==> src/common/bsb_pkg.sv <==
package bsb_pkg;

  // ----------------------------------------
  // operation codes presented by the decoder
  // ----------------------------------------
  typedef enum logic [4:0] {
    OP_SKIP_REG_CLR = 5'h00,
    OP_SKIP_REG_SET = 5'h01,
    OP_SKIP_IO_CLR = 5'h02,
    OP_SKIP_IO_SET = 5'h03,
    OP_BR_FLAG_SET = 5'h04,
    OP_BR_FLAG_CLR = 5'h05,
    OP_BR_EQUAL = 5'h06,
    OP_BR_NOT_EQUAL = 5'h07,
    OP_BR_BORROW_SET = 5'h08,
    OP_BR_BORROW_CLR = 5'h09,
    OP_BR_SAME_HIGHER = 5'h0A,
    OP_BR_LOWER = 5'h0B,
    OP_BR_MINUS = 5'h0C,
    OP_BR_PLUS = 5'h0D,
    OP_BR_SIGNED_GE = 5'h0E,
    OP_BR_SIGNED_LT = 5'h0F,
    OP_BR_NIB_SET = 5'h10,
    OP_BR_NIB_CLR = 5'h11,
    OP_BR_USER_SET = 5'h12,
    OP_BR_USER_CLR = 5'h13,
    OP_BR_WRAP_SET = 5'h14,
    OP_BR_WRAP_CLR = 5'h15,
    OP_BR_IRQ_EN = 5'h16,
    OP_BR_IRQ_DIS = 5'h17,
    OP_IO_FORCE_ONE = 5'h18,
    OP_IO_FORCE_ZERO = 5'h19,
    OP_SHIFT_LEFT = 5'h1A,
    OP_SHIFT_RIGHT = 5'h1B
  } bsb_op_t;

  typedef enum logic {
    ST_IDLE = 1'b0,
    ST_WAIT = 1'b1
  } bsb_state_t;

  // ----------------------------------------
  // core flags register bit positions
  // ----------------------------------------
  localparam int FLAG_BORROW = 0;
  localparam int FLAG_NULL = 1;
  localparam int FLAG_MSB = 2;
  localparam int FLAG_WRAP = 3;
  localparam int FLAG_NIB = 5;
  localparam int FLAG_USER = 6;
  localparam int FLAG_IRQ = 7;

  // ----------------------------------------
  // cycle counts and pc steps
  // ----------------------------------------
  localparam logic [1:0] CYC_ONE = 2'h1;
  localparam logic [1:0] CYC_BR_TAKEN = 2'h2;
  localparam logic [1:0] CYC_SKIP_ONE = 2'h2;
  localparam logic [1:0] CYC_SKIP_TWO = 2'h3;
  localparam logic [1:0] CYC_IO_BIT = 2'h2;
  localparam int PC_STEP = 1;
  localparam int SKIP_STEP_ONE = 2;
  localparam int SKIP_STEP_TWO = 3;

  // ----------------------------------------
  // register map
  // ----------------------------------------
  localparam logic [3:0] ADDR_CTRL = 4'h0;
  localparam logic [3:0] ADDR_STATUS = 4'h4;
  localparam logic [3:0] ADDR_COUNT = 4'h8;
  localparam logic CTRL_EN_RST = 1'h1;
  localparam logic [1:0] RESP_OKAY = 2'h0;
  localparam logic [1:0] RESP_SLVERR = 2'h2;

endpackage : bsb_pkg

==> src/rtl/bsb_cond_eval.sv <==
`timescale 1ns/1ps
`default_nettype none

module bsb_cond_eval (
  input wire bsb_pkg::bsb_op_t opCode,
  input wire logic [2:0] bitSel,
  input wire logic [7:0] flagsIn,
  input wire logic [7:0] regData,
  input wire logic [7:0] ioRdData,
  output logic condTrue,
  output logic isSkip,
  output logic isBranch
);

  // ----------------------------------------
  // condition selection
  // ----------------------------------------
  // pure decode so the condition is known in the accept cycle
  always_comb begin
    condTrue = 1'b0;
    isSkip = 1'b0;
    isBranch = 1'b1;
    case (opCode)
      bsb_pkg::OP_SKIP_REG_CLR: begin isSkip = 1'b1; isBranch = 1'b0; condTrue = ~regData[bitSel]; end
      bsb_pkg::OP_SKIP_REG_SET: begin isSkip = 1'b1; isBranch = 1'b0; condTrue = regData[bitSel]; end
      bsb_pkg::OP_SKIP_IO_CLR: begin isSkip = 1'b1; isBranch = 1'b0; condTrue = ~ioRdData[bitSel]; end
      bsb_pkg::OP_SKIP_IO_SET: begin isSkip = 1'b1; isBranch = 1'b0; condTrue = ioRdData[bitSel]; end
      bsb_pkg::OP_BR_FLAG_SET: condTrue = flagsIn[bitSel];
      bsb_pkg::OP_BR_FLAG_CLR: condTrue = ~flagsIn[bitSel];
      bsb_pkg::OP_BR_EQUAL: condTrue = flagsIn[bsb_pkg::FLAG_NULL];
      bsb_pkg::OP_BR_NOT_EQUAL: condTrue = ~flagsIn[bsb_pkg::FLAG_NULL];
      bsb_pkg::OP_BR_BORROW_SET, bsb_pkg::OP_BR_LOWER: condTrue = flagsIn[bsb_pkg::FLAG_BORROW];
      bsb_pkg::OP_BR_BORROW_CLR, bsb_pkg::OP_BR_SAME_HIGHER: condTrue = ~flagsIn[bsb_pkg::FLAG_BORROW];
      bsb_pkg::OP_BR_MINUS: condTrue = flagsIn[bsb_pkg::FLAG_MSB];
      bsb_pkg::OP_BR_PLUS: condTrue = ~flagsIn[bsb_pkg::FLAG_MSB];
      bsb_pkg::OP_BR_SIGNED_GE: condTrue = ~(flagsIn[bsb_pkg::FLAG_MSB] ^ flagsIn[bsb_pkg::FLAG_WRAP]);
      bsb_pkg::OP_BR_SIGNED_LT: condTrue = flagsIn[bsb_pkg::FLAG_MSB] ^ flagsIn[bsb_pkg::FLAG_WRAP];
      bsb_pkg::OP_BR_NIB_SET: condTrue = flagsIn[bsb_pkg::FLAG_NIB];
      bsb_pkg::OP_BR_NIB_CLR: condTrue = ~flagsIn[bsb_pkg::FLAG_NIB];
      bsb_pkg::OP_BR_USER_SET: condTrue = flagsIn[bsb_pkg::FLAG_USER];
      bsb_pkg::OP_BR_USER_CLR: condTrue = ~flagsIn[bsb_pkg::FLAG_USER];
      bsb_pkg::OP_BR_WRAP_SET: condTrue = flagsIn[bsb_pkg::FLAG_WRAP];
      bsb_pkg::OP_BR_WRAP_CLR: condTrue = ~flagsIn[bsb_pkg::FLAG_WRAP];
      bsb_pkg::OP_BR_IRQ_EN: condTrue = flagsIn[bsb_pkg::FLAG_IRQ];
      bsb_pkg::OP_BR_IRQ_DIS: condTrue = ~flagsIn[bsb_pkg::FLAG_IRQ];
      default: isBranch = 1'b0;
    endcase
  end

endmodule : bsb_cond_eval

`default_nettype wire

==> src/rtl/bsb_branch_skip_unit.sv <==
// What this block does
// - skip on clear working-register bit, pc plus 2 or 3, flags kept.
// - skip on set working-register bit, pc plus 2 or 3, flags kept.
// - skip on clear I/O register bit, pc plus 2 or 3, flags kept.
// - skip on set I/O register bit, pc plus 2 or 3, flags kept.
// - branch when indexed flag is one, to pc plus offset plus one.
// - branch when indexed flag is zero, to pc plus offset plus one.
// - equal and not-equal branches follow the null result flag.
// - borrow set/lower and borrow clear/same-or-higher branches follow borrow flag.
// - minus and plus branches follow the msb result flag.
// - signed ge and lt branches follow msb xor wrap.
// - nibble carry branches follow the nibble carry flag.
// - user flag branches follow the spare user flag.
// - wrap branches follow the signed wrap flag.
// - interrupt-state branches follow the global unmask flag.
// - force one I/O bit, no flag change, two cycles.
// - force zero I/O bit, no flag change, two cycles.
// - logical shifts insert zero, update null, borrow, msb, wrap in one cycle.
`timescale 1ns/1ps
`default_nettype none

module bsb_branch_skip_unit #(
  parameter int PC_W = 16
) (
  input wire logic clk,
  input wire logic rst,
  input wire logic [3:0] s_axi_awaddr,
  input wire logic s_axi_awvalid,
  output logic s_axi_awready,
  input wire logic [31:0] s_axi_wdata,
  input wire logic [3:0] s_axi_wstrb,
  input wire logic s_axi_wvalid,
  output logic s_axi_wready,
  output logic [1:0] s_axi_bresp,
  output logic s_axi_bvalid,
  input wire logic s_axi_bready,
  input wire logic [3:0] s_axi_araddr,
  input wire logic s_axi_arvalid,
  output logic s_axi_arready,
  output logic [31:0] s_axi_rdata,
  output logic [1:0] s_axi_rresp,
  output logic s_axi_rvalid,
  input wire logic s_axi_rready,
  input wire logic opValid,
  input wire bsb_pkg::bsb_op_t opCode,
  input wire logic [2:0] bitSel,
  input wire logic [6:0] offset,
  input wire logic nextTwoWord,
  input wire logic [PC_W-1:0] pcIn,
  input wire logic [7:0] regData,
  input wire logic [7:0] flagsIn,
  input wire logic [5:0] ioAddr,
  input wire logic [7:0] ioRdData,
  output logic opReady,
  output logic done,
  output logic pcLoad,
  output logic [PC_W-1:0] pcOut,
  output logic flagsWe,
  output logic [7:0] flagsOut,
  output logic regWe,
  output logic [7:0] regWrData,
  output logic ioWe,
  output logic [5:0] ioWrAddr,
  output logic [7:0] ioWrData
);

  // ----------------------------------------
  // helpers
  // ----------------------------------------
  function automatic logic [PC_W-1:0] pcPlus(input logic [PC_W-1:0] base, input int step);
    pcPlus = base + PC_W'(step);
  endfunction : pcPlus

  // 7-bit word displacement, sign extended so backward targets wrap correctly
  function automatic logic [PC_W-1:0] sext(input logic [6:0] k);
    sext = {{(PC_W-7){k[6]}}, k};
  endfunction : sext

  logic condTrue;
  logic isSkip;
  logic isBranch;
  logic opFire;
  logic [PC_W-1:0] brTarget;
  logic [7:0] bitMask;

  bsb_cond_eval u_cond (
    .opCode(opCode),
    .bitSel(bitSel),
    .flagsIn(flagsIn),
    .regData(regData),
    .ioRdData(ioRdData),
    .condTrue(condTrue),
    .isSkip(isSkip),
    .isBranch(isBranch)
  );

  assign brTarget = pcPlus(pcIn, bsb_pkg::PC_STEP) + sext(offset);
  assign bitMask = 8'h01 << bitSel;

  // ----------------------------------------
  // execution sequencer
  // ----------------------------------------
  bsb_pkg::bsb_state_t state_q, state_d;
  logic [1:0] cnt_q, cnt_d;
  logic ctrlOp_q, ctrlOp_d;
  logic done_q, done_d;
  logic pcLoad_q, pcLoad_d;
  logic [PC_W-1:0] pcOut_q, pcOut_d;
  logic flagsWe_q, flagsWe_d;
  logic [7:0] flagsOut_q, flagsOut_d;
  logic regWe_q, regWe_d;
  logic [7:0] regWr_q, regWr_d;
  logic ioWe_q, ioWe_d;
  logic [5:0] ioAddr_q, ioAddr_d;
  logic [7:0] ioWr_q, ioWr_d;
  logic taken_q, taken_d;
  logic ctrlEn_q;
  logic [1:0] cyc;
  logic [7:0] shRes;

  assign opReady = ctrlEn_q && (state_q == bsb_pkg::ST_IDLE);
  assign opFire = opValid && opReady;

  // next values: every op computes its result in the accept cycle and
  // the wait state only burns the documented extra cycles
  always_comb begin
    state_d = state_q;
    cnt_d = cnt_q;
    ctrlOp_d = ctrlOp_q;
    done_d = 1'b0;
    pcLoad_d = 1'b0;
    pcOut_d = pcOut_q;
    flagsWe_d = 1'b0;
    flagsOut_d = flagsOut_q;
    regWe_d = 1'b0;
    regWr_d = regWr_q;
    ioWe_d = 1'b0;
    ioAddr_d = ioAddr_q;
    ioWr_d = ioWr_q;
    taken_d = taken_q;
    cyc = bsb_pkg::CYC_ONE;
    shRes = 8'h00;
    case (state_q)
      bsb_pkg::ST_IDLE: begin
        if (opFire) begin
          ctrlOp_d = isSkip || isBranch;
          taken_d = (isSkip || isBranch) && condTrue;
          pcOut_d = pcPlus(pcIn, bsb_pkg::PC_STEP);
          if (isSkip && condTrue) begin
            cyc = nextTwoWord ? bsb_pkg::CYC_SKIP_TWO : bsb_pkg::CYC_SKIP_ONE;
            pcOut_d = pcPlus(pcIn, nextTwoWord ? bsb_pkg::SKIP_STEP_TWO : bsb_pkg::SKIP_STEP_ONE);
          end else if (isBranch && condTrue) begin
            cyc = bsb_pkg::CYC_BR_TAKEN;
            pcOut_d = brTarget;
          end else begin
            case (opCode)
              bsb_pkg::OP_IO_FORCE_ONE, bsb_pkg::OP_IO_FORCE_ZERO: begin
                // read-modify-write of one bit; flags are never touched here
                cyc = bsb_pkg::CYC_IO_BIT;
                ioWe_d = 1'b1;
                ioAddr_d = ioAddr;
                ioWr_d = (opCode == bsb_pkg::OP_IO_FORCE_ONE) ? (ioRdData | bitMask)
                                                              : (ioRdData & ~bitMask);
              end
              bsb_pkg::OP_SHIFT_LEFT, bsb_pkg::OP_SHIFT_RIGHT: begin
                // wrap is msb xor borrow after the shift; other flags pass through
                shRes = (opCode == bsb_pkg::OP_SHIFT_LEFT) ? {regData[6:0], 1'b0} : {1'b0, regData[7:1]};
                regWe_d = 1'b1;
                regWr_d = shRes;
                flagsWe_d = 1'b1;
                flagsOut_d = flagsIn;
                flagsOut_d[bsb_pkg::FLAG_NULL] = (shRes == 8'h00);
                flagsOut_d[bsb_pkg::FLAG_BORROW] = (opCode == bsb_pkg::OP_SHIFT_LEFT) ? regData[7] : regData[0];
                flagsOut_d[bsb_pkg::FLAG_MSB] = shRes[7];
                flagsOut_d[bsb_pkg::FLAG_WRAP] = shRes[7] ^ flagsOut_d[bsb_pkg::FLAG_BORROW];
              end
              default: ;
            endcase
          end
          if (cyc == bsb_pkg::CYC_ONE) begin
            done_d = 1'b1;
            pcLoad_d = isSkip || isBranch;
          end else begin
            state_d = bsb_pkg::ST_WAIT;
            cnt_d = cyc - bsb_pkg::CYC_ONE;
          end
        end
      end
      bsb_pkg::ST_WAIT: begin
        cnt_d = cnt_q - bsb_pkg::CYC_ONE;
        if (cnt_q == bsb_pkg::CYC_ONE) begin
          state_d = bsb_pkg::ST_IDLE;
          done_d = 1'b1;
          pcLoad_d = ctrlOp_q;
        end
      end
      default: state_d = bsb_pkg::ST_IDLE;
    endcase
  end

  // sequencer registers
  always_ff @(posedge clk or posedge rst) begin
    if (rst) begin
      state_q <= bsb_pkg::ST_IDLE;
      cnt_q <= 2'h0;
      ctrlOp_q <= 1'b0;
      done_q <= 1'b0;
      pcLoad_q <= 1'b0;
      pcOut_q <= '0;
      flagsWe_q <= 1'b0;
      flagsOut_q <= 8'h00;
      regWe_q <= 1'b0;
      regWr_q <= 8'h00;
      ioWe_q <= 1'b0;
      ioAddr_q <= 6'h00;
      ioWr_q <= 8'h00;
      taken_q <= 1'b0;
    end else begin
      state_q <= state_d;
      cnt_q <= cnt_d;
      ctrlOp_q <= ctrlOp_d;
      done_q <= done_d;
      pcLoad_q <= pcLoad_d;
      pcOut_q <= pcOut_d;
      flagsWe_q <= flagsWe_d;
      flagsOut_q <= flagsOut_d;
      regWe_q <= regWe_d;
      regWr_q <= regWr_d;
      ioWe_q <= ioWe_d;
      ioAddr_q <= ioAddr_d;
      ioWr_q <= ioWr_d;
      taken_q <= taken_d;
    end
  end

  assign done = done_q;
  assign pcLoad = pcLoad_q;
  assign pcOut = pcOut_q;
  assign flagsWe = flagsWe_q;
  assign flagsOut = flagsOut_q;
  assign regWe = regWe_q;
  assign regWrData = regWr_q;
  assign ioWe = ioWe_q;
  assign ioWrAddr = ioAddr_q;
  assign ioWrData = ioWr_q;

  // ----------------------------------------
  // register slave
  // ----------------------------------------
  logic awHeld_q, awHeld_d, wHeld_q, wHeld_d;
  logic [3:0] awAddr_q, awAddr_d;
  logic [31:0] wData_q, wData_d;
  logic bValid_q, bValid_d, rValid_q, rValid_d;
  logic [1:0] bResp_q, bResp_d, rResp_q, rResp_d;
  logic [31:0] rData_q, rData_d;
  logic ctrlEn_d;
  logic [15:0] taken_cnt_q, taken_cnt_d;

  assign s_axi_awready = !awHeld_q && !bValid_q;
  assign s_axi_wready = !wHeld_q && !bValid_q;
  assign s_axi_arready = !rValid_q;

  // address and data may come in either order; the write lands once both are held
  always_comb begin
    awHeld_d = awHeld_q;
    wHeld_d = wHeld_q;
    awAddr_d = awAddr_q;
    wData_d = wData_q;
    bValid_d = bValid_q && !s_axi_bready;
    bResp_d = bResp_q;
    rValid_d = rValid_q && !s_axi_rready;
    rResp_d = rResp_q;
    rData_d = rData_q;
    ctrlEn_d = ctrlEn_q;
    // completed taken skips and branches counted; an increment beats a clear in the same cycle
    taken_cnt_d = taken_cnt_q;
    if (s_axi_awvalid && s_axi_awready) begin
      awHeld_d = 1'b1;
      awAddr_d = s_axi_awaddr;
    end
    if (s_axi_wvalid && s_axi_wready) begin
      wHeld_d = 1'b1;
      wData_d = s_axi_wdata;
      if (!s_axi_wstrb[0]) wData_d[0] = ctrlEn_q; // strobe only counts while wvalid is high
    end
    if (awHeld_q && wHeld_q) begin
      awHeld_d = 1'b0;
      wHeld_d = 1'b0;
      bValid_d = 1'b1;
      bResp_d = bsb_pkg::RESP_OKAY;
      if (awAddr_q == bsb_pkg::ADDR_CTRL) begin
        ctrlEn_d = wData_q[0];
      end else if (awAddr_q == bsb_pkg::ADDR_COUNT) begin
        taken_cnt_d = 16'h0000;
      end else if (awAddr_q != bsb_pkg::ADDR_STATUS) begin
        bResp_d = bsb_pkg::RESP_SLVERR;
      end
    end
    if (done_q && pcLoad_q && taken_q) begin
      taken_cnt_d = taken_cnt_q + 16'h0001;
    end
    if (s_axi_arvalid && s_axi_arready) begin
      rValid_d = 1'b1;
      rResp_d = bsb_pkg::RESP_OKAY;
      rData_d = 32'h0000_0000;
      if (s_axi_araddr == bsb_pkg::ADDR_CTRL) begin
        rData_d[0] = ctrlEn_q;
      end else if (s_axi_araddr == bsb_pkg::ADDR_STATUS) begin
        rData_d[2:0] = {taken_q, state_q == bsb_pkg::ST_WAIT, opReady};
      end else if (s_axi_araddr == bsb_pkg::ADDR_COUNT) begin
        rData_d[15:0] = taken_cnt_q;
      end else begin
        rResp_d = bsb_pkg::RESP_SLVERR;
      end
    end
  end

  // slave registers
  always_ff @(posedge clk or posedge rst) begin
    if (rst) begin
      awHeld_q <= 1'b0;
      wHeld_q <= 1'b0;
      awAddr_q <= 4'h0;
      wData_q <= 32'h0000_0000;
      bValid_q <= 1'b0;
      bResp_q <= 2'h0;
      rValid_q <= 1'b0;
      rResp_q <= 2'h0;
      rData_q <= 32'h0000_0000;
      ctrlEn_q <= bsb_pkg::CTRL_EN_RST;
      taken_cnt_q <= 16'h0000;
    end else begin
      awHeld_q <= awHeld_d;
      wHeld_q <= wHeld_d;
      awAddr_q <= awAddr_d;
      wData_q <= wData_d;
      bValid_q <= bValid_d;
      bResp_q <= bResp_d;
      rValid_q <= rValid_d;
      rResp_q <= rResp_d;
      rData_q <= rData_d;
      ctrlEn_q <= ctrlEn_d;
      taken_cnt_q <= taken_cnt_d;
    end
  end

  assign s_axi_bvalid = bValid_q;
  assign s_axi_bresp = bResp_q;
  assign s_axi_rvalid = rValid_q;
  assign s_axi_rresp = rResp_q;
  assign s_axi_rdata = rData_q;

  // ----------------------------------------
  // assertions
  // ----------------------------------------
  property p_skip_one;
    @(posedge clk) disable iff (rst)
    opFire && opCode == bsb_pkg::OP_SKIP_REG_CLR && !regData[bitSel] && !nextTwoWord
      |=> !done ##1 (done && pcLoad && pcOut == $past(pcIn, 2) + PC_W'(2));
  endproperty
  a_skip_one: assert property (p_skip_one) else $error("one-word skip wrong");

  property p_skip_two;
    @(posedge clk) disable iff (rst)
    opFire && opCode == bsb_pkg::OP_SKIP_REG_SET && regData[bitSel] && nextTwoWord
      |=> (!done && !flagsWe) [*2] ##1 (done && pcOut == $past(pcIn, 3) + PC_W'(3));
  endproperty
  a_skip_two: assert property (p_skip_two) else $error("two-word skip wrong");

  property p_skip_io_not;
    @(posedge clk) disable iff (rst)
    opFire && opCode == bsb_pkg::OP_SKIP_IO_CLR && ioRdData[bitSel]
      |=> done && !flagsWe && pcOut == $past(pcIn) + PC_W'(1);
  endproperty
  a_skip_io_not: assert property (p_skip_io_not) else $error("io skip taken wrongly");

  property p_br_taken;
    @(posedge clk) disable iff (rst)
    opFire && opCode == bsb_pkg::OP_BR_FLAG_SET && flagsIn[bitSel]
      |=> !done ##1 (done && pcLoad && pcOut == $past(brTarget, 2));
  endproperty
  a_br_taken: assert property (p_br_taken) else $error("flag branch target wrong");

  property p_br_ne_not;
    @(posedge clk) disable iff (rst)
    opFire && opCode == bsb_pkg::OP_BR_NOT_EQUAL && flagsIn[bsb_pkg::FLAG_NULL]
      |=> done && pcOut == $past(pcIn) + PC_W'(1);
  endproperty
  a_br_ne_not: assert property (p_br_ne_not) else $error("untaken branch wrong");

  property p_br_sge;
    @(posedge clk) disable iff (rst)
    opFire && opCode == bsb_pkg::OP_BR_SIGNED_GE
      && !(flagsIn[bsb_pkg::FLAG_MSB] ^ flagsIn[bsb_pkg::FLAG_WRAP]) |=> !done ##1 done;
  endproperty
  a_br_sge: assert property (p_br_sge) else $error("signed ge not taken");

  property p_io_one;
    @(posedge clk) disable iff (rst)
    opFire && opCode == bsb_pkg::OP_IO_FORCE_ONE
      |=> (ioWe && ioWrData == ($past(ioRdData) | $past(bitMask)) && !done) ##1 (done && !ioWe);
  endproperty
  a_io_one: assert property (p_io_one) else $error("force one wrong");

  property p_io_zero;
    @(posedge clk) disable iff (rst)
    opFire && opCode == bsb_pkg::OP_IO_FORCE_ZERO
      |=> ioWe && !flagsWe && ioWrData == ($past(ioRdData) & ~$past(bitMask)) && ioWrAddr == $past(ioAddr);
  endproperty
  a_io_zero: assert property (p_io_zero) else $error("force zero wrong");

  property p_shl;
    @(posedge clk) disable iff (rst)
    opFire && opCode == bsb_pkg::OP_SHIFT_LEFT
      |=> done && flagsWe && regWrData == {$past(regData[6:0]), 1'b0}
        && flagsOut[bsb_pkg::FLAG_BORROW] == $past(regData[7]);
  endproperty
  a_shl: assert property (p_shl) else $error("left shift wrong");

  c_skip_two: cover property (@(posedge clk) disable iff (rst) opFire && isSkip && condTrue && nextTwoWord);
  c_br_back: cover property (@(posedge clk) disable iff (rst) opFire && isBranch && condTrue && offset[6]);
  c_io_bit: cover property (@(posedge clk) disable iff (rst) ioWe);
  c_shr: cover property (@(posedge clk) disable iff (rst) opFire && opCode == bsb_pkg::OP_SHIFT_RIGHT);

endmodule : bsb_branch_skip_unit

`default_nettype wire

==> config.mk <==
export PLATFORM = sky130hd
export DESIGN_NAME = bsb_branch_skip_unit
export DESIGN_NICKNAME = d
export VERILOG_FILES = /design/src/common/bsb_pkg.sv /design/src/rtl/bsb_cond_eval.sv /design/src/rtl/bsb_branch_skip_unit.sv
export SDC_FILE = /design/constraint.sdc
export NUM_CORES = 1
export LEC_CHECK = 0
export BUFFER_PORTS_ARGS = -buffer_cell sky130_fd_sc_hd__buf_4
export CORE_MARGIN = 4
export CORE_UTILIZATION = 53
export CTS_BUF_LIST = sky130_fd_sc_hd__clkbuf_8
export DETAILED_ROUTE_END_ITERATION = 8
export PLACE_DENSITY = 0.83
export SETUP_SLACK_MARGIN = 0.3
export SLEW_MARGIN = 10
export SYNTH_ARGS = -nofsm -noshare
export SYNTH_HDL_FRONTEND = slang
export SYNTH_SLANG_ARGS = --single-unit
==> constraint.sdc <==
create_clock -name clk -period 3.1 [get_ports clk]
set_input_delay 0.155 -clock clk [delete_from_list [all_inputs] [get_ports clk]]
set_output_delay 0.155 -clock clk [all_outputs]
set_load 0.02 [all_outputs]
# Yosys cells after proc, flatten, opt, wreduce, memory -nomap -nowiden
# Index checks and enable logic that the tools add are counted.
[word_totals]
ff_bits = 101
inputBits = 114
output_inout_bits = 93
elab_cells = 197
[classes]
addsub = 6
n_lt_le_gt_ge = 1
eq_ne = 36
shift = 1
n_mux = 68
n_bitwise = 19
n_reduce_logical = 42
[ops]
columns = ["cell", "n"]
rows = [
  ["$mux W16", 7],
  ["$eq A5 B5 Y1 const B", 12],
  ["$eq A5 B4 Y1 const B", 8],
  ["$mux W1", 35],
  ["$add A16 B1 Y16 const B", 2],
  ["$mux W2", 13],
  ["$pmux W1 S22", 1],
  ["$eq A5 B3 Y1 const B", 4],
  ["$reduce_or A20 Y1", 1],
  ["$add A16 B16 Y16", 1],
  ["$add A16 B2 Y16", 1],
  ["$mux W8", 2],
  ["$logic_and A1 B1 Y1", 15],
  ["$mux W15", 1],
  ["$not A1 Y1", 14],
  ["$mux W13", 1],
  ["$eq A5 B2 Y1 const B", 2],
  ["$reduce_and A5 Y1", 2],
  ["$bmux W1 S3", 3],
  ["$and A8 B8 Y8", 1],
  ["$eq A4 B4 Y1 const B", 2],
  ["$logic_not A4 Y1", 2],
  ["$logic_not A8 Y1", 1],
  ["$not A8 Y8", 1],
  ["other kinds (22)", 41],
]

# Logic depth before layout (Yosys ltp)
[depth]
ltp_word = 13
depth_mapped = 15

# Hierarchy
# Synthesis repeated with hierarchy kept, for this count alone.
[unflattened]
hier_cells = 727
area_unflattened_um2 = 6423.7
[by_module_without_submodules]
columns = ["mod", "n_inst", "cells_each", "area_each_um2", "seq_area_each_um2"]
rows = [
  ["bsb_branch_skip_unit", 1, 670, 5962.0, 2453.6],
  ["bsb_cond_eval", 1, 57, 461.7, 0.0],
]

# Worst setup path after synthesis
# OpenSTA, ideal clock, no wires.
[synth_timing]
path_kind = "input-to-reg"
startpoint = "input pcIn[2]"
endpoint = "register pcOut_q[15] (netlist: pcOut[15])"
setup_time_ps = 69
t_arrival_ps = 2881
t_required_ps = 3031
slack_ps = 151
path_stages = 14
n_path_buf = 3
path_cell_list = "clkbuf_1 -> and3_1 -> clkbuf_1 -> and3_1 -> clkbuf_1 -> nand3_1 -> xnor2_1 -> ha_1 -> nand3_1 -> o31ai_1 -> a311oi_1 -> o21ba_2 -> or3_1 -> nand3_1"
[synth_via]
elab_chain_len = 4
elab_cells_between_ends = 5
[synth_rtl]
columns = ["item", "line", "rtl"]
rows = [
  ["from (decl)", "bsb_branch_skip_unit.sv:49", "input wire logic [PC_W-1:0] pcIn,"],
  ["$add A16 B1 Y16", "bsb_branch_skip_unit.sv:71", "pcPlus = base + PC_W'(step);"],
  ["$add A16 B16 Y16", "bsb_branch_skip_unit.sv:97", "assign brTarget = pcPlus(pcIn, bsb_pkg::PC_STEP) + sext(offset);"],
  ["$mux W16", "bsb_branch_skip_unit.sv:152", "end else if (isBranch && condTrue) begin"],
  ["$mux W16 (*)", "bsb_branch_skip_unit.sv:149", "if (isSkip && condTrue) begin"],
  ["to (signal assigned)", "bsb_branch_skip_unit.sv:224", "pcOut_q <= pcOut_d;"],
  ["to (decl)", "bsb_branch_skip_unit.sv:108", "logic [PC_W-1:0] pcOut_q, pcOut_d;"],
]
# Every way passes the cells marked *; elsewhere a longest branch is shown, timed or not.
# A chain may end at the register's enable or synchronous reset.

# Worst setup path after layout
[layout_timing]
startpoint = "input flagsIn[6]"
endpoint = "register cnt_q[1]"
[layout_via]
elab_chain_len = 13
elab_cells_between_ends = 18
[layout_rtl]
columns = ["item", "line", "rtl"]
rows = [
  ["from (decl)", "bsb_branch_skip_unit.sv:51", "input wire logic [7:0] flagsIn,"],
  ["$bmux W1 S3", "bsb_cond_eval.sv:28, bsb_cond_eval.sv:29", ""],
  ["$mux W1 (implied by the code)", "bsb_cond_eval.sv:28, bsb_cond_eval.sv:29", ""],
  ["$not A1 Y1", "bsb_cond_eval.sv:29", "bsb_pkg::OP_BR_FLAG_CLR: condTrue = ~flagsIn[bitSel];"],
  ["$pmux W1 S22 (*)", "bsb_cond_eval.sv:23", "case (opCode)"],
  ["$logic_and A1 B1 Y1", "bsb_branch_skip_unit.sv:152", ""],
  ["$mux W2", "bsb_branch_skip_unit.sv:152", ""],
  ["$mux W2 (*)", "bsb_branch_skip_unit.sv:149", ""],
  ["$mux W2 (*)", "bsb_branch_skip_unit.sv:145", "if (opFire) begin"],
  ["$mux W2 (*)", "bsb_branch_skip_unit.sv:143", "case (state_q)"],
  ["$sub A2 B1 Y2", "bsb_branch_skip_unit.sv:185", "cnt_d = cyc - bsb_pkg::CYC_ONE;"],
  ["$mux W2", "bsb_branch_skip_unit.sv:180", "if (cyc == bsb_pkg::CYC_ONE) begin"],
  ["$mux W2", "bsb_branch_skip_unit.sv:145", ""],
  ["$pmux W2 S2", "bsb_branch_skip_unit.sv:143", ""],
  ["to (signal assigned)", "bsb_branch_skip_unit.sv:220", "cnt_q <= cnt_d;"],
  ["to (decl)", "bsb_branch_skip_unit.sv:104", "logic [1:0] cnt_q, cnt_d;"],
]
# Every way passes the cells marked *; elsewhere a longest branch is shown, timed or not. The select of a mux whose other input is x is not followed.

==> impl_metrics.csv <==
group,metric,value,unit
worst_setup_path,r2r-start,"ctrlEn_q$_DFFE_PP1P_",
die,initial_utilization,0.542,
worst_setup_path,critPathKind,"in -> reg",
route,drt_wl_total,16200,um
route,ant_nets,0,
worst_setup_path,crit_arrival,2.87,ns
logic_synthesis,synth_edf_count,0,
finish,drive_gt1_frac,0.252,
route,wl_met3,941,um
timing,drv_slew,0,
logic_synthesis,post-synth-top-area-cell,"dfrtp_1",
grt,antenna_found_initial,0,
die,die_area,13500,sq um
die,core-area,11500,sq um
logic_synthesis,asyncSetResetFlopFracSynth,1.00,
finish,fillers,903,
clock_tree,root_buffer,"clkbuf_8",
clock_tree,cts.clk_slew.worst_paths,0.10,ns
power_and_ir_drop,power_switching,1.65,mW
route,vias,5657,
worst_setup_path,cp_max_fo,5,
die,num_rows,39,
logic_synthesis,synth_common_cells,"dfrtp_1 (97), nand2_1 (73), o21ai_0 (55)",
route,drtIter0Drc,400,
logic_synthesis,synth.most_common_cell,"dfrtp_1",
run_status,status,"completed",
placement,place_congestion,0.920,
die,die_y,116,um
clock_tree,cts_buffer_depth,2,
timing,fin_hold_ws,0.0180,ns
placement,dp_worst_setup_slack,0.138,ns
logic_synthesis,seq_area_frac_synth,0.395,
logic_synthesis,ys_ff_latch,98,
clock_tree,insertion_delay,0.37,ns
finish,final_core_util,0.673,
logic_synthesis,synth_top_area_share,0.391,
worst_setup_path,worstReg2RegEnd,"flagsOut[1]$_DFFE_PP0P_",
worst_setup_path,crit_required,3.34,ns
finish,n_antenna_cell,0,
finish,syn2layout_area_growth,24.1,%
timing,setup_tns,0,ns
route,wl_per_cell,16.5,um
grt,grt_max_degree,68,
die,die_x,116,um
power_and_ir_drop,p_leak,3.70,nW
timing,final_hold_viol_count,0,
route,highest_layer,"met4",
timing,worstMarginPinSlew,1.07,ns
timing,fmax,380,MHz
finish,finalNetCount,968,
finish,regArea,2450,sq um
clock_tree,cts_num_sinks,98,
power_and_ir_drop,peakVddDrop,0.545,mV
clock_tree,h-tree-depth,3,
grt,grt_pass1_vias,5561,
logic_synthesis,avgSynthCellArea,9.12,sq um
route,wl_met2,8020,um
worst_setup_path,crit_start,"flagsIn[6]",
finish,multi_input_area,3490,sq um
route,via_per_inst,5.77,
logic_synthesis,synth.distinct_cells,66,
logic_synthesis,synthTopCellsByArea,"dfrtp_1 (39%), mux2i_1 (5.6%), o21ai_0 (4.4%)",
timing,finalSetupViolCount,0,
finish,final_cell_area,7710,sq um
clock_tree,numCtsBuffers,9,
timing,final.setup_skew,0.00758,ns
power_and_ir_drop,combPwrFrac,0.398,
worst_setup_path,r2r_slack,1.05,ns
worst_setup_path,cp-end-kind,"flop",
flow_run,cap_viol_max_count,0,
placement,portBuffers,154,
clock_tree,cts_tree,"yes",
power_and_ir_drop,internal_power,2.63,mW
timing,worst_slack,0.470,ns
power_and_ir_drop,powerDensity,554,nW/um^2
logic_synthesis,synthFlopType,"dfrtp_1",
worst_setup_path,startpoint_type,"input port",
timing,min_period,2.63,ns
power_and_ir_drop,switching_share,0.385,
timing,fin_crit_sh,0.848,
grt,grt_pass1_wl,26200,um
die,ioPinCount,207,
grt,track_usage,0.240,
power_and_ir_drop,power.share.clock,0.189,
timing,grt_setup_unrepaired,"true",
logic_synthesis,yosys_warnings,0,
placement,dp_hpwl,12400,um
timing,relSlewSlack,0.286,
route,drc_errors,0,
route,met1Wirelength,6860,um
worst_setup_path,rr_worst_depth,5,
power_and_ir_drop,seq_power_share,0.414,
grt,grt_overflow,0,
min_path,hold_path.class,"in -> reg",
worst_setup_path,setup.worst_path.end,"cnt_q[1]$_DFFE_PP0P_",
logic_synthesis,synthesis.instances,681,
logic_synthesis,synth_area,6210,sq um
route,detail_route.first_pass.iterations,5,
placement,dpl_cell_area,7430,sq um
## area by class of cell
| type | instances | area share |
|---|---|---|
| inverter | 17 | 0.00860 |
| clock inverter | 7 | 0.00779 |
| timing repair buffer | 176 | 0.174 |
| sequential | 98 | 0.318 |
| clock buffer | 9 | 0.0161 |
| multi-input combinational | 530 | 0.452 |
| tap | 143 | 0.0232 |
## cell families (layout without fill, tap and decap cells)
kind of cell	Yosys count	in the layout	synth area share
adder cells (fa/ha/maj)	22	22	0.0455
AND/OR/NAND/NOR	235	235	0.178
AO/OA/AOI/OAI	160	160	0.166
other	1	18	0.000604
multiplexers	51	51	0.0944
XOR/XNOR	44	44	0.0620
flip-flops	98	98	0.395
buffers and inverters	70	209	0.0584
## state kept, by name (all words and copies together) (netlist names), 2 cells and up
name,count
s_axi_rdata,16
cnt_q,2
regWrData,7
awAddr_q,4
pcOut,16
flagsOut,8
taken_cnt_q,16
ioWrData,8
ioWrAddr,6
## cells in the final DEF (no fill, tap or decap), types with 3 or more instances in the layout
| cell | synthesis | final |
|---|---|---|
| dlygate4sd3_1 | 0 | 9 |
| and3_1 | 7 | 7 |
| nor2_1 | 54 | 53 |
| ha_1 | 21 | 21 |
| inv_1 | 17 | 16 |
| mux2i_1 | 35 | 34 |
| conb_1 | 1 | 18 |
| a22o_1 | 18 | 18 |
| xor2_1 | 14 | 14 |
| a31oi_1 | 3 | 3 |
| o21ai_0 | 55 | 55 |
| a21oi_1 | 33 | 33 |
| nor4_1 | 4 | 4 |
| nor3_1 | 10 | 10 |
| or3_1 | 7 | 7 |
| mux2_2 | 11 | 11 |
| mux4_2 | 5 | 5 |
| nor2b_1 | 7 | 7 |
| nand2_1 | 73 | 73 |
| dfrtp_1 | 97 | 97 |
| o21a_1 | 4 | 4 |
| and2_1 | 7 | 7 |
| a211oi_1 | 7 | 7 |
| clkbuf_8 | 0 | 9 |
| nor3b_1 | 3 | 3 |
| nand3_1 | 46 | 46 |
| xnor2_1 | 30 | 30 |
| buf_4 | 21 | 167 |
| a21o_1 | 11 | 11 |
| nand4_1 | 4 | 4 |
## critical path: stages
cell and delay [ns]:
dlygate4sd3_1 0.55, buf_4 0.15, mux4_2 0.46, mux2i_2 0.19, or4b_1 0.15, a41oi_2 0.11
o21ai_2 0.21, nor2_2 0.07, and2_1 0.15, ha_1 0.24, nor2_2 0.16, mux2i_1 0.19
o21ai_0 0.10
## timing repair
item / 4_1_cts / 5_1_grt
hold buffers: 8 / 1
endpoints found under the setup margin: 0 / 4
endpoints found under the hold margin: 71 / 1
buffers inserted: 0 / 0
resized for setup: 0 / 3
## per-stage QoR
stage	std cells	total power, mW
after CTS	979	4.29
after floorplan	698	2.80
final	980	4.28
after global routing	980	4.54
after detailed placement	955	3.48
after global placement	955	3.41
## how the worst min path moves through the flow
stage / slack (ns) / to / start / cells after the start
6_report: 0.02 / ioWrAddr[0]$_DFFE_PP0P_ / ioAddr[0] / 2
5_1_grt: 0.009 / ioWrAddr[5]$_DFFE_PP0P_ / ioAddr[5] / 2
4_1_cts: 0.005 / awAddr_q[2]$_DFFE_PP0P_ / s_axi_awaddr[2] / 2
3_5_place_dp: 0.35 / s_axi_bvalid$_DFF_PP0_ / s_axi_bready / 2
3_3_place_gp: 0.34 / s_axi_bvalid$_DFF_PP0_ / s_axi_bready / 2
2_1_floorplan: 0.25 / ctrlOp_q$_DFFE_PP0P_ / opCode[4] / 1
## per-layer routing
| layer | vias to the layer above | GRT usage |
|---|---|---|
| met5 | - | 0 |
| met2 | 207 | 0.409 |
| met3 | 27 | 0.0363 |
| li1 | 2700 | - |
| met4 | 0 | 0.0781 |
| met1 | 2723 | 0.315 |
## power by group through the flow
stage / logic [mW] / registers (mW) / clock network (mW)
2_1_floorplan: 0.805 / 2.00 / 0
3_3_place_gp: 1.64 / 1.77 / 0
3_5_place_dp: 1.68 / 1.79 / 0
4_1_cts: 1.70 / 1.77 / 0.819
5_1_grt: 1.86 / 1.80 / 0.876
6_report: 1.70 / 1.77 / 0.807
Power figures use the tool's default switching activity.
